## src/inc/odd_defs.vh

```
// constants of the orientation detect and debounce block
// assumes 20 MHz clock and 10-bit signed samples at 2g full scale
`ifndef ODD_DEFS_VH
`define ODD_DEFS_VH

// register map
`define ODD_ADDR_STATUS    8'h10
`define ODD_ADDR_CFG       8'h11
`define ODD_ADDR_COUNT     8'h12

// status fields
`define ODD_ST_CHG         7
`define ODD_ST_ZTILT       6
`define ODD_ST_CODE_HI     2
`define ODD_ST_CODE_LO     1
`define ODD_ST_BF          0
`define ODD_ST_ZERO        3'h0

// config fields and reset values
`define ODD_CFG_MODE       7
`define ODD_CFG_EN         6
`define ODD_CFG_MODE_RST   1'b1
`define ODD_CFG_EN_RST     1'b0
`define ODD_CFG_ZERO       6'h00
`define ODD_COUNT_RST      8'h00
`define ODD_BYTE_ZERO      8'h00

// orientation codes
`define ODD_PORT_UP        2'b00
`define ODD_PORT_DN        2'b01
`define ODD_LAND_R         2'b10
`define ODD_LAND_L         2'b11

// magnitude limits, 256 counts per g
`define ODD_OVERG_LIM      10'h140
`define ODD_RATIO_DEN      16'h0020
`define ODD_LP_NUM         16'h0035
`define ODD_PL_NUM         16'h0013
`define ODD_ZL_NUM         16'h0012

// timing
`define ODD_CLK_PERIOD_NS  50
`define ODD_STEP_BASE_NS   1250000

// time step multipliers over the 1.25 ms base step
`define ODD_MUL_1          8'h01
`define ODD_MUL_2          8'h02
`define ODD_MUL_4          8'h04
`define ODD_MUL_8          8'h08
`define ODD_MUL_16         8'h10
`define ODD_MUL_64         8'h40
`define ODD_MUL_128        8'h80

// oversampling modes
`define ODD_OSM_NORMAL     2'b00
`define ODD_OSM_LPLN       2'b01
`define ODD_OSM_HIRES      2'b10
`define ODD_OSM_LP         2'b11

`endif
```

## src/design/odd_classify.v

```verilog
// raw orientation classifier from one acceleration sample
// assumes samples are stable while it is read, purely combinational
`timescale 1ns/10ps
`default_nettype none
`include "odd_defs.vh"

module odd_classify (
   // sample
   input  wire signed [9:0] i_x,
   input  wire signed [9:0] i_y,
   input  wire signed [9:0] i_z,
   // present orientation
   input  wire        [1:0] i_code_now,
   // result
   output reg         [1:0] o_code,
   output reg               o_back,
   output reg               o_lock,
   output reg               o_overg
);

   function [15:0] mag;
      input signed [9:0] v;
      begin
         mag = v[9] ? {6'h00, -v} : {6'h00, v};
      end
   endfunction

   reg [15:0] ax;
   reg [15:0] ay;
   reg [15:0] az;
   reg [15:0] axy;
   reg        to_port;

   always @* begin
      ax = mag(i_x);
      ay = mag(i_y);
      az = mag(i_z);
      axy = (ax > ay) ? ax : ay;
      o_overg = (ax > {6'h00, `ODD_OVERG_LIM}) | (ay > {6'h00, `ODD_OVERG_LIM})
              | (az > {6'h00, `ODD_OVERG_LIM}); // RQ5
      o_lock = (axy * `ODD_RATIO_DEN) < (az * `ODD_ZL_NUM); // RQ7
      o_back = i_z[9]; // RQ9
      if (i_code_now[1]) begin
         to_port = (ay * `ODD_RATIO_DEN) > (ax * `ODD_LP_NUM); // RQ18
      end else begin
         to_port = !((ay * `ODD_RATIO_DEN) < (ax * `ODD_PL_NUM)); // RQ18
      end
      if (o_lock) begin
         o_code = i_code_now;
      end else if (to_port) begin
         o_code = i_y[9] ? `ODD_PORT_UP : `ODD_PORT_DN; // RQ8
      end else begin
         o_code = i_x[9] ? `ODD_LAND_L : `ODD_LAND_R; // RQ8
      end
   end

endmodule
`default_nettype wire

```

## src/design/odd_debounce.v

```verilog
// orientation debounce counter, advances once per time step
// assumes i_step is a one-cycle pulse from the same clock
`timescale 1ns/10ps
`default_nettype none
`include "odd_defs.vh"

module odd_debounce (
   // clock and reset
   input  wire       i_clock,
   input  wire       i_resetn,
   // control
   input  wire       i_restart,
   input  wire       i_step,
   input  wire       i_cond,
   input  wire       i_clear_mode,
   input  wire [7:0] i_limit,
   // result
   output wire       o_accept
);

   reg  [7:0] count;
   wire [8:0] count_inc;

   assign count_inc = {1'b0, count} + 9'h001;
   assign o_accept  = i_step & i_cond & (count_inc >= {1'b0, i_limit}); // RQ13

   always @(posedge i_clock or negedge i_resetn) begin
      if (!i_resetn) begin
         count <= `ODD_COUNT_RST;
      end else if (i_restart || o_accept) begin
         count <= `ODD_COUNT_RST; // RQ14
      end else if (i_step) begin
         if (i_cond) begin
            count <= count_inc[7:0]; // RQ19
         end else if (i_clear_mode) begin
            count <= `ODD_COUNT_RST; // RQ12
         end else if (count != `ODD_COUNT_RST) begin
            count <= count - 8'h01; // RQ12
         end
      end
   end

endmodule
`default_nettype wire

```

## src/design/odd_top.v

```verilog
// orientation detect and debounce block with its three registers
// assumes register port, samples and mode inputs come from same-clock logic
//
// Contract
// (RQ1) change flag set on first result after activation
// (RQ2) change flag set when guard, side or code change
// (RQ3) status read clears change flag and interrupt
// (RQ4) status fields keep updating while flag set
// (RQ5) orientation held while any axis exceeds 1.25g
// (RQ6) flag at bit 7, resets 0, bits 5:3 zero
// (RQ7) bit 6 reads 1 when z-tilt lockout
// (RQ8) code: 00 up, 01 down, 10 right, 11 left
// (RQ9) bit 0: 0 front, 1 back
// (RQ10) side, code, guard start at zero
// (RQ11) config bit 6 enables detection, resets 0
// (RQ12) config bit 7: 0 decrements, 1 clears, reset 1
// (RQ13) latency equals count times sample period; here count time steps, at least one
// (RQ14) wake/sleep transition resets debounce counter
// (RQ15) time step follows sample rate and oversampling
// (RQ16) debounce count is eight bits, resets zero
// (RQ17) interrupt source bit follows flag and enable
// (RQ18) trip at 59 and 31 degrees around 45
// (RQ19) counter advances per sample, update at count; here it advances per time step
`timescale 1ns/10ps
`default_nettype none
`include "odd_defs.vh"

module odd_top #(
   parameter STEP_BASE_NS  = `ODD_STEP_BASE_NS,
   parameter STEP_BASE_CYC = STEP_BASE_NS / `ODD_CLK_PERIOD_NS
) (
   // clock and reset
   input  wire              i_clock,
   input  wire              i_resetn,
   // register port
   input  wire        [7:0] i_reg_addr,
   input  wire        [7:0] i_reg_wdata,
   input  wire              i_reg_wr,
   input  wire              i_reg_rd,
   output reg         [7:0] o_reg_rdata,
   // acceleration samples
   input  wire signed [9:0] i_accel_x,
   input  wire signed [9:0] i_accel_y,
   input  wire signed [9:0] i_accel_z,
   input  wire              i_sample_valid,
   // system mode
   input  wire              i_active,
   input  wire              i_sleep,
   input  wire        [2:0] i_output_sample_rate,
   input  wire        [1:0] i_oversample_mode,
   input  wire              i_orient_irq_enable,
   // status out
   output reg               o_orient_irq_source
);

   // base count cut to the counter width on purpose
   localparam integer BASE_LAST_INT = STEP_BASE_CYC - 1;
   localparam [15:0]  BASE_LAST     = BASE_LAST_INT[15:0];

   // time step multiplier per rate and oversampling mode
   function [7:0] step_mult;
      input [2:0] rate;
      input [1:0] osm;
      reg   [7:0] slow;
      begin
         slow = `ODD_MUL_16;
         case (osm)
            `ODD_OSM_LPLN: slow = `ODD_MUL_64;
            `ODD_OSM_LP:   slow = (rate >= 3'h6) ? `ODD_MUL_128 : `ODD_MUL_64;
            default:       slow = `ODD_MUL_16;
         endcase
         case (rate)
            3'h0:    step_mult = `ODD_MUL_1;
            3'h1:    step_mult = `ODD_MUL_2;
            3'h2:    step_mult = `ODD_MUL_4;
            3'h3:    step_mult = `ODD_MUL_8;
            3'h4:    step_mult = `ODD_MUL_16;
            default: step_mult = slow;
         endcase
         if (osm == `ODD_OSM_HIRES && rate != 3'h0) begin
            step_mult = `ODD_MUL_2;
         end
      end
   endfunction

   function is_addr;
      input [7:0] a;
      input [7:0] want;
      begin
         is_addr = (a == want);
      end
   endfunction

   // registers
   reg               orient_change_flag;
   reg               z_tilt_guard;
   reg         [1:0] orient_code;
   reg               back_front_bit;
   reg               orient_detect_enable;
   reg               debounce_clear_mode;
   reg         [7:0] orient_debounce_count;

   // internal state
   reg  signed [9:0] samp_x;
   reg  signed [9:0] samp_y;
   reg  signed [9:0] samp_z;
   reg               samp_seen;
   reg               active_q;
   reg               sleep_q;
   reg               first_pending;
   reg        [15:0] base_cnt;
   reg         [7:0] mult_cnt;
   reg               step;

   // next values
   reg               next_flag;
   reg         [7:0] next_rdata;

   wire        [1:0] raw_code;
   wire              raw_back;
   wire              raw_lock;
   wire              raw_overg;
   wire              running;
   wire              status_rd;
   wire              differs;
   wire              cond;
   wire              accept;
   wire              take_first;
   wire              restart;
   wire              update;
   wire        [7:0] mult_last;
   wire        [7:0] status_byte;

   // detection needs enable, active mode and a first sample
   assign running    = orient_detect_enable & i_active & samp_seen;
   assign status_rd  = i_reg_rd & is_addr(i_reg_addr, `ODD_ADDR_STATUS);
   assign differs    = (raw_code != orient_code) | (raw_back != back_front_bit)
                     | (raw_lock != z_tilt_guard);
   // over-range samples neither count nor update
   assign cond       = running & ~raw_overg & differs & ~first_pending; // RQ5
   assign take_first = running & ~raw_overg & first_pending & step;
   assign update     = accept | take_first;
   // counter restarts on a wake/sleep change or a stop
   assign restart    = (sleep_q != i_sleep) | ~running; // RQ14
   assign mult_last  = step_mult(i_output_sample_rate, i_oversample_mode) - 8'h01; // RQ15

   // unused status bits read as zero
   assign status_byte = {orient_change_flag, z_tilt_guard, `ODD_ST_ZERO,
                         orient_code, back_front_bit}; // RQ6

   odd_classify u_classify (
      .i_x        (samp_x),
      .i_y        (samp_y),
      .i_z        (samp_z),
      .i_code_now (orient_code),
      .o_code     (raw_code),
      .o_back     (raw_back),
      .o_lock     (raw_lock),
      .o_overg    (raw_overg)
   );

   odd_debounce u_debounce (
      .i_clock      (i_clock),
      .i_resetn     (i_resetn),
      .i_restart    (restart),
      .i_step       (step),
      .i_cond       (cond),
      .i_clear_mode (debounce_clear_mode),
      .i_limit      (orient_debounce_count),
      .o_accept     (accept)
   );

   // latest sample
   always @(posedge i_clock or negedge i_resetn) begin
      if (!i_resetn) begin
         samp_x    <= 10'h000;
         samp_y    <= 10'h000;
         samp_z    <= 10'h000;
         samp_seen <= 1'b0;
      end else if (i_sample_valid) begin
         samp_x    <= i_accel_x;
         samp_y    <= i_accel_y;
         samp_z    <= i_accel_z;
         samp_seen <= 1'b1;
      end
   end

   // time step generator
   // step is a one-clock pulse per debounce time step
   always @(posedge i_clock or negedge i_resetn) begin
      if (!i_resetn) begin
         base_cnt <= 16'h0000;
         mult_cnt <= 8'h00;
         step     <= 1'b0;
      end else if (!running) begin
         base_cnt <= 16'h0000;
         mult_cnt <= 8'h00;
         step     <= 1'b0;
      end else if (base_cnt >= BASE_LAST) begin
         base_cnt <= 16'h0000;
         if (mult_cnt >= mult_last) begin
            mult_cnt <= 8'h00;
            step     <= 1'b1; // RQ15
         end else begin
            mult_cnt <= mult_cnt + 8'h01;
            step     <= 1'b0;
         end
      end else begin
         base_cnt <= base_cnt + 16'h0001;
         step     <= 1'b0;
      end
   end

   // mode edge tracking
   // a rise of active re-arms the first result
   always @(posedge i_clock or negedge i_resetn) begin
      if (!i_resetn) begin
         active_q      <= 1'b0;
         sleep_q       <= 1'b0;
         first_pending <= 1'b1;
      end else begin
         active_q <= i_active;
         sleep_q  <= i_sleep;
         if (i_active && !active_q) begin
            first_pending <= 1'b1; // RQ1
         end else if (take_first) begin
            first_pending <= 1'b0;
         end
      end
   end

   // reported orientation, free to move while flag is set
   always @(posedge i_clock or negedge i_resetn) begin
      if (!i_resetn) begin
         orient_code    <= `ODD_PORT_UP; // RQ10
         back_front_bit <= 1'b0; // RQ10
         z_tilt_guard   <= 1'b0; // RQ10
      end else if (update) begin
         orient_code    <= raw_code; // RQ4 RQ19
         back_front_bit <= raw_back; // RQ9
         z_tilt_guard   <= raw_lock; // RQ7
      end
   end

   // change flag, set wins over read clear
   always @* begin
      next_flag = orient_change_flag;
      if (status_rd) begin
         next_flag = 1'b0; // RQ3
      end
      if (take_first) begin
         next_flag = 1'b1; // RQ1
      end
      if (accept) begin
         next_flag = 1'b1; // RQ2
      end
   end

   always @(posedge i_clock or negedge i_resetn) begin
      if (!i_resetn) begin
         orient_change_flag  <= 1'b0; // RQ6
         o_orient_irq_source <= 1'b0;
      end else begin
         orient_change_flag  <= next_flag;
         o_orient_irq_source <= next_flag & i_orient_irq_enable; // RQ17 RQ3
      end
   end

   // configuration writes
   // status and unmapped writes fall through
   always @(posedge i_clock or negedge i_resetn) begin
      if (!i_resetn) begin
         debounce_clear_mode   <= `ODD_CFG_MODE_RST; // RQ12
         orient_detect_enable  <= `ODD_CFG_EN_RST; // RQ11
         orient_debounce_count <= `ODD_COUNT_RST; // RQ16
      end else if (i_reg_wr) begin
         if (is_addr(i_reg_addr, `ODD_ADDR_CFG)) begin
            debounce_clear_mode  <= i_reg_wdata[`ODD_CFG_MODE]; // RQ12
            orient_detect_enable <= i_reg_wdata[`ODD_CFG_EN]; // RQ11
         end
         if (is_addr(i_reg_addr, `ODD_ADDR_COUNT)) begin
            orient_debounce_count <= i_reg_wdata; // RQ16
         end
      end
   end

   // read data
   always @* begin
      case (i_reg_addr)
         `ODD_ADDR_STATUS: next_rdata = status_byte;
         `ODD_ADDR_CFG:    next_rdata = {debounce_clear_mode, orient_detect_enable, `ODD_CFG_ZERO};
         `ODD_ADDR_COUNT:  next_rdata = orient_debounce_count;
         default:          next_rdata = `ODD_BYTE_ZERO;
      endcase
   end

   always @(posedge i_clock or negedge i_resetn) begin
      if (!i_resetn) begin
         o_reg_rdata <= `ODD_BYTE_ZERO;
      end else if (i_reg_rd) begin
         o_reg_rdata <= next_rdata;
      end
   end

endmodule
`default_nettype wire

```

## config.mk

```make
export PLATFORM = sky130hd
export DESIGN_NAME = odd_top
export DESIGN_NICKNAME = d
export VERILOG_FILES = /design/src/design/odd_classify.v /design/src/design/odd_debounce.v /design/src/design/odd_top.v
export VERILOG_INCLUDE_DIRS = /design/src /design/src/inc
export SDC_FILE = /design/constraint.sdc
export NUM_CORES = 1
export LEC_CHECK = 0
export ABC_AREA = 1
export BUFFER_PORTS_ARGS = -buffer_cell sky130_fd_sc_hd__buf_2
export CORE_ASPECT_RATIO = 1.75
export CORE_MARGIN = 2
export CORE_UTILIZATION = 55
export DETAILED_ROUTE_END_ITERATION = 10
export GPL_ROUTABILITY_DRIVEN = 0
export PLACE_DENSITY = 0.74
export SKIP_CTS_REPAIR_TIMING = 1
export SLEW_MARGIN = 5
export SYNTH_ARGS = -nofsm -noshare
export SYNTH_HDL_FRONTEND = slang
export SYNTH_HIERARCHICAL = 1
export SYNTH_SLANG_ARGS = --single-unit
```

## constraint.sdc

```tcl
create_clock -name i_clock -period 10.75 [get_ports i_clock]
set_input_delay 2.15 -clock i_clock [delete_from_list [all_inputs] [get_ports i_clock]]
set_output_delay 2.15 -clock i_clock [all_outputs]
set_load 0.05 [all_outputs]
```

==> impl_metrics.env <==
export IMPL_status="completed"
export IMPL_post_synth_cell_area_avg_sq_um=7.372
export IMPL_global_route_overflow_total=0
export IMPL_critical_path_max_fanout=9
export IMPL_finalCriticalPeriod_ps=7921
export IMPL_grt_util_all_layers_pct=26.27
export IMPL_worst_endpoint_required_ps=10970
export IMPL_final_clock_skew_ps=8.939
export IMPL_tritoncts="yes"
export IMPL_synth_largest_type_area_fraction_pct=23.42
export IMPL_synth_area_top_cells="sky130_fd_sc_hd__dfrtp_1, sky130_fd_sc_hd__ha_1, sky130_fd_sc_hd__nand2_1"
export IMPL_die_h_um=178.0
export IMPL_floorplan_die_area_sq_um=18400
export IMPL_crit_path_top_delay_cell="sky130_fd_sc_hd__a41oi_1"
export IMPL_via_count_of_the_first_global_routing_pass=8448
export IMPL_num_rows=63
export IMPL_placeableCoreArea_sq_um=16950
export IMPL_port_buffers=67
export IMPL_final_setup_viol_count=0
export IMPL_worst_setup_path_end_kind="register"
export IMPL_grt_first_pass_wirelength_um=37720
export IMPL_clock_root_buffer="sky130_fd_sc_hd__clkbuf_16"
export IMPL_clk_latency_ps=350
export IMPL_grt_antenna_before_repair=0
export IMPL_cpMostUsedCell="sky130_fd_sc_hd__nand2_1"
export IMPL_final_antenna_violating_net_count=0
export IMPL_via_count=8432
export IMPL_irDropWorstVdd_uv=152.4
export IMPL_fin_nets=1566
export IMPL_layout_worst_path_cycle_share_pct=73.69
export IMPL_cts_max_level=3
export IMPL_cts_buffers=9
export IMPL_cts_max_path_buffers=2
export IMPL_criticalPathCategory="register to register"
export IMPL_max_slew_margin_rel_pct=39.05
export IMPL_drc=0
export IMPL_synth_yosys_seq_area_share_pct=23.97
export IMPL_route_detailed_vias_per_inst=5.323
export IMPL_initial_core_util_pct=56.12
export IMPL_post_route_cells_drive_above_1_share_pct=13.71
export IMPL_synthCells=1290
export IMPL_pwr_density_cell_nw_per_um2=195.2
export IMPL_total_neg_setup_slack_ps=0
export IMPL_tightestPinTransition_ps=905.9
export IMPL_clk_pin_slew_worst_paths_ps=70
export IMPL_hold_viol_final=0
export IMPL_power_leakage_nw=5.787
export IMPL_syn_area_sq_um=9510
export IMPL_achievable_frequency_ghz=0.1262
export IMPL_top_ports=68
export IMPL_slowest_cell_delay_on_critical_path_ps=720
export IMPL_detail_route_wirelength_um=22750
export IMPL_postSynthRegisterBits=91
export IMPL_worst_ep_arrival_time_ps=8140
export IMPL_critical_path_top_delay_family="adder cells"
export IMPL_timing_hold_worst_class="register to register"
export IMPL_postSynthNetCount=1504
export IMPL_synth_async_sr_flop_share_pct=100.0
export IMPL_instances_no_fill=1584
export IMPL_final_critical_path_setup_slack_ps=2829
export IMPL_grt_setup_unrepaired="false"
export IMPL_flow_area_growth_from_synthesis_pct=8.617
export IMPL_ant_diodes=0
export IMPL_timing_critical_path_from_type="register"
export IMPL_post_place_ws_ps=2907
export IMPL_finalMaxSlewViolations=0
export IMPL_critical_path_buffer_and_inverter_count=5
export IMPL_hold_worst_slack_ps=395.0
export IMPL_clkSinkCount=91
export IMPL_drtIter0Drc=315
export IMPL_postSynth_topFlopCell="sky130_fd_sc_hd__dfrtp_1"
export IMPL_synth_enable_flop_cells=0
export IMPL_power_mw=2.016
export IMPL_grt_start_max_net_pins=58
export IMPL_drt_pre_antenna_iters=4
export IMPL_wl_per_cell_um=14.36
export IMPL_yosys_warnings=6
export IMPL_detailed_place_hpwl_um=18760
export IMPL_placedCellCount=1568
export IMPL_unique_cell_type_count_in_the_yosys_netlist=58
export IMPL_die_width_um=103.4
export IMPL_max_cap_violations=0
export IMPL_fill_cells=1596
export IMPL_synth_area_leader_cell="sky130_fd_sc_hd__dfrtp_1"
[through the flow]
step	util, %	cell area [sq um]
3_3_place_gp	59.11	10020
6_report	60.95	10330
4_1_cts	60.95	10330
5_1_grt	60.95	10330
2_1_floorplan	-	9510
3_5_place_dp	59.11	10020
[area by class of cell]
cell class	instances	area [sq um]	area share [%]
multi-input cells	962	6262	60.62
flip-flops and latches	91	2280	22.07
inverters	219	839.6	8.127
repair buffers	69	352.8	3.416
well taps	227	284.0	2.750
clock buffers	11	252.7	2.447
clock inverters	5	58.81	0.5693
[Yosys cell counts, drive strengths merged (3+ instances only)]
master,number
nand4,25
clkinv,3
o22ai,5
a211oi,3
nand3b,3
o21ai,59
nor3,18
o21bai,5
a21o,6
nand2,372
a21oi,54
nand3,69
conb,3
buf,10
nor4,3
ha,137
nor2,90
dfrtp,89
a31oi,4
clkbuf,8
o31ai,5
inv,216
xnor2,21
xor2,49
fa,18
[state kept, by name, summed over array words and instances (netlist names)]
| register | cells |
|---|---|
| first_pending | 1 |
| o_reg_rdata | 8 |
| samp_z | 10 |
| back_front_bit | 1 |
| step | 1 |
| orient_detect_enable | 1 |
| debounce_clear_mode | 1 |
| active_q | 1 |
| mult_cnt | 8 |
| samp_seen | 1 |
| orient_change_flag | 1 |
| orient_code | 2 |
| sleep_q | 1 |
| orient_debounce_count | 8 |
| samp_y | 10 |
| base_cnt | 16 |
| samp_x | 10 |
| z_tilt_guard | 1 |
| o_orient_irq_source | 1 |
| u_debounce/count | 8 |
[worst paths after layout]
path                       startpoint                  end  slack (ps)  cells past startpoint
max in group asynchronous    i_resetn       o_reg_rdata[0]        7900                      2
hold / removal               active_q        first_pending         400                      1
hold reg to reg              active_q        first_pending         400                      1
setup reg to reg            samp_x[0]  u_debounce/count[5]        2830                     41
setup / recovery            samp_x[0]  u_debounce/count[5]        2830                     41
min in group asynchronous    i_resetn          base_cnt[2]        1750                      1
[cell families (layout without fill, tap and decap cells)]
logic type	count (synthesis)	in the layout	share of synthesized area (%)
AND/OR/NAND/NOR	585	585	28.15
flip-flops	91	91	23.97
XOR/XNOR	70	70	6.526
adder cells (fa/ha/maj)	155	155	21.81
buffers and inverters	237	304	10.18
AO/OA/AOI/OAI	149	149	9.236
other	3	3	0.1184
[power by group]
| part | switching, mW | leakage [nW] | internal, mW |
|---|---|---|---|
| sequential | 0.0184 | 1.16 | 0.356 |
| combinational | 0.795 | 4.48 | 0.517 |
| clock | 0.137 | 0.148 | 0.193 |
| total | 0.951 | 5.79 | 1.07 |
[cell usage in the layout, fill, tap and decap left out, drive strengths merged, types with 3 or more instances in the layout]
cell	n
nand2	372
inv	217
ha	137
nor2	90
dfrtp	89
buf	69
nand3	69
o21ai	59
a21oi	54
xor2	49
nand4	25
xnor2	21
fa	18
nor3	18
clkbuf	11
a21o	6
o21bai	5
o22ai	5
o31ai	5
a31oi	4
clkinv	4
conb	3
a211oi	3
nor4	3
nand3b	3
[per-layer routing]
metal	up-vias	routed length, um	global-route usage [%]
li1	4258	-	-
met1	3950	8419	26.87
met2	156	12650	49.95
met3	68	530	2.875
met4	0	1148	14.09
met5	-	0	0
Power figures use the tool's default switching activity.
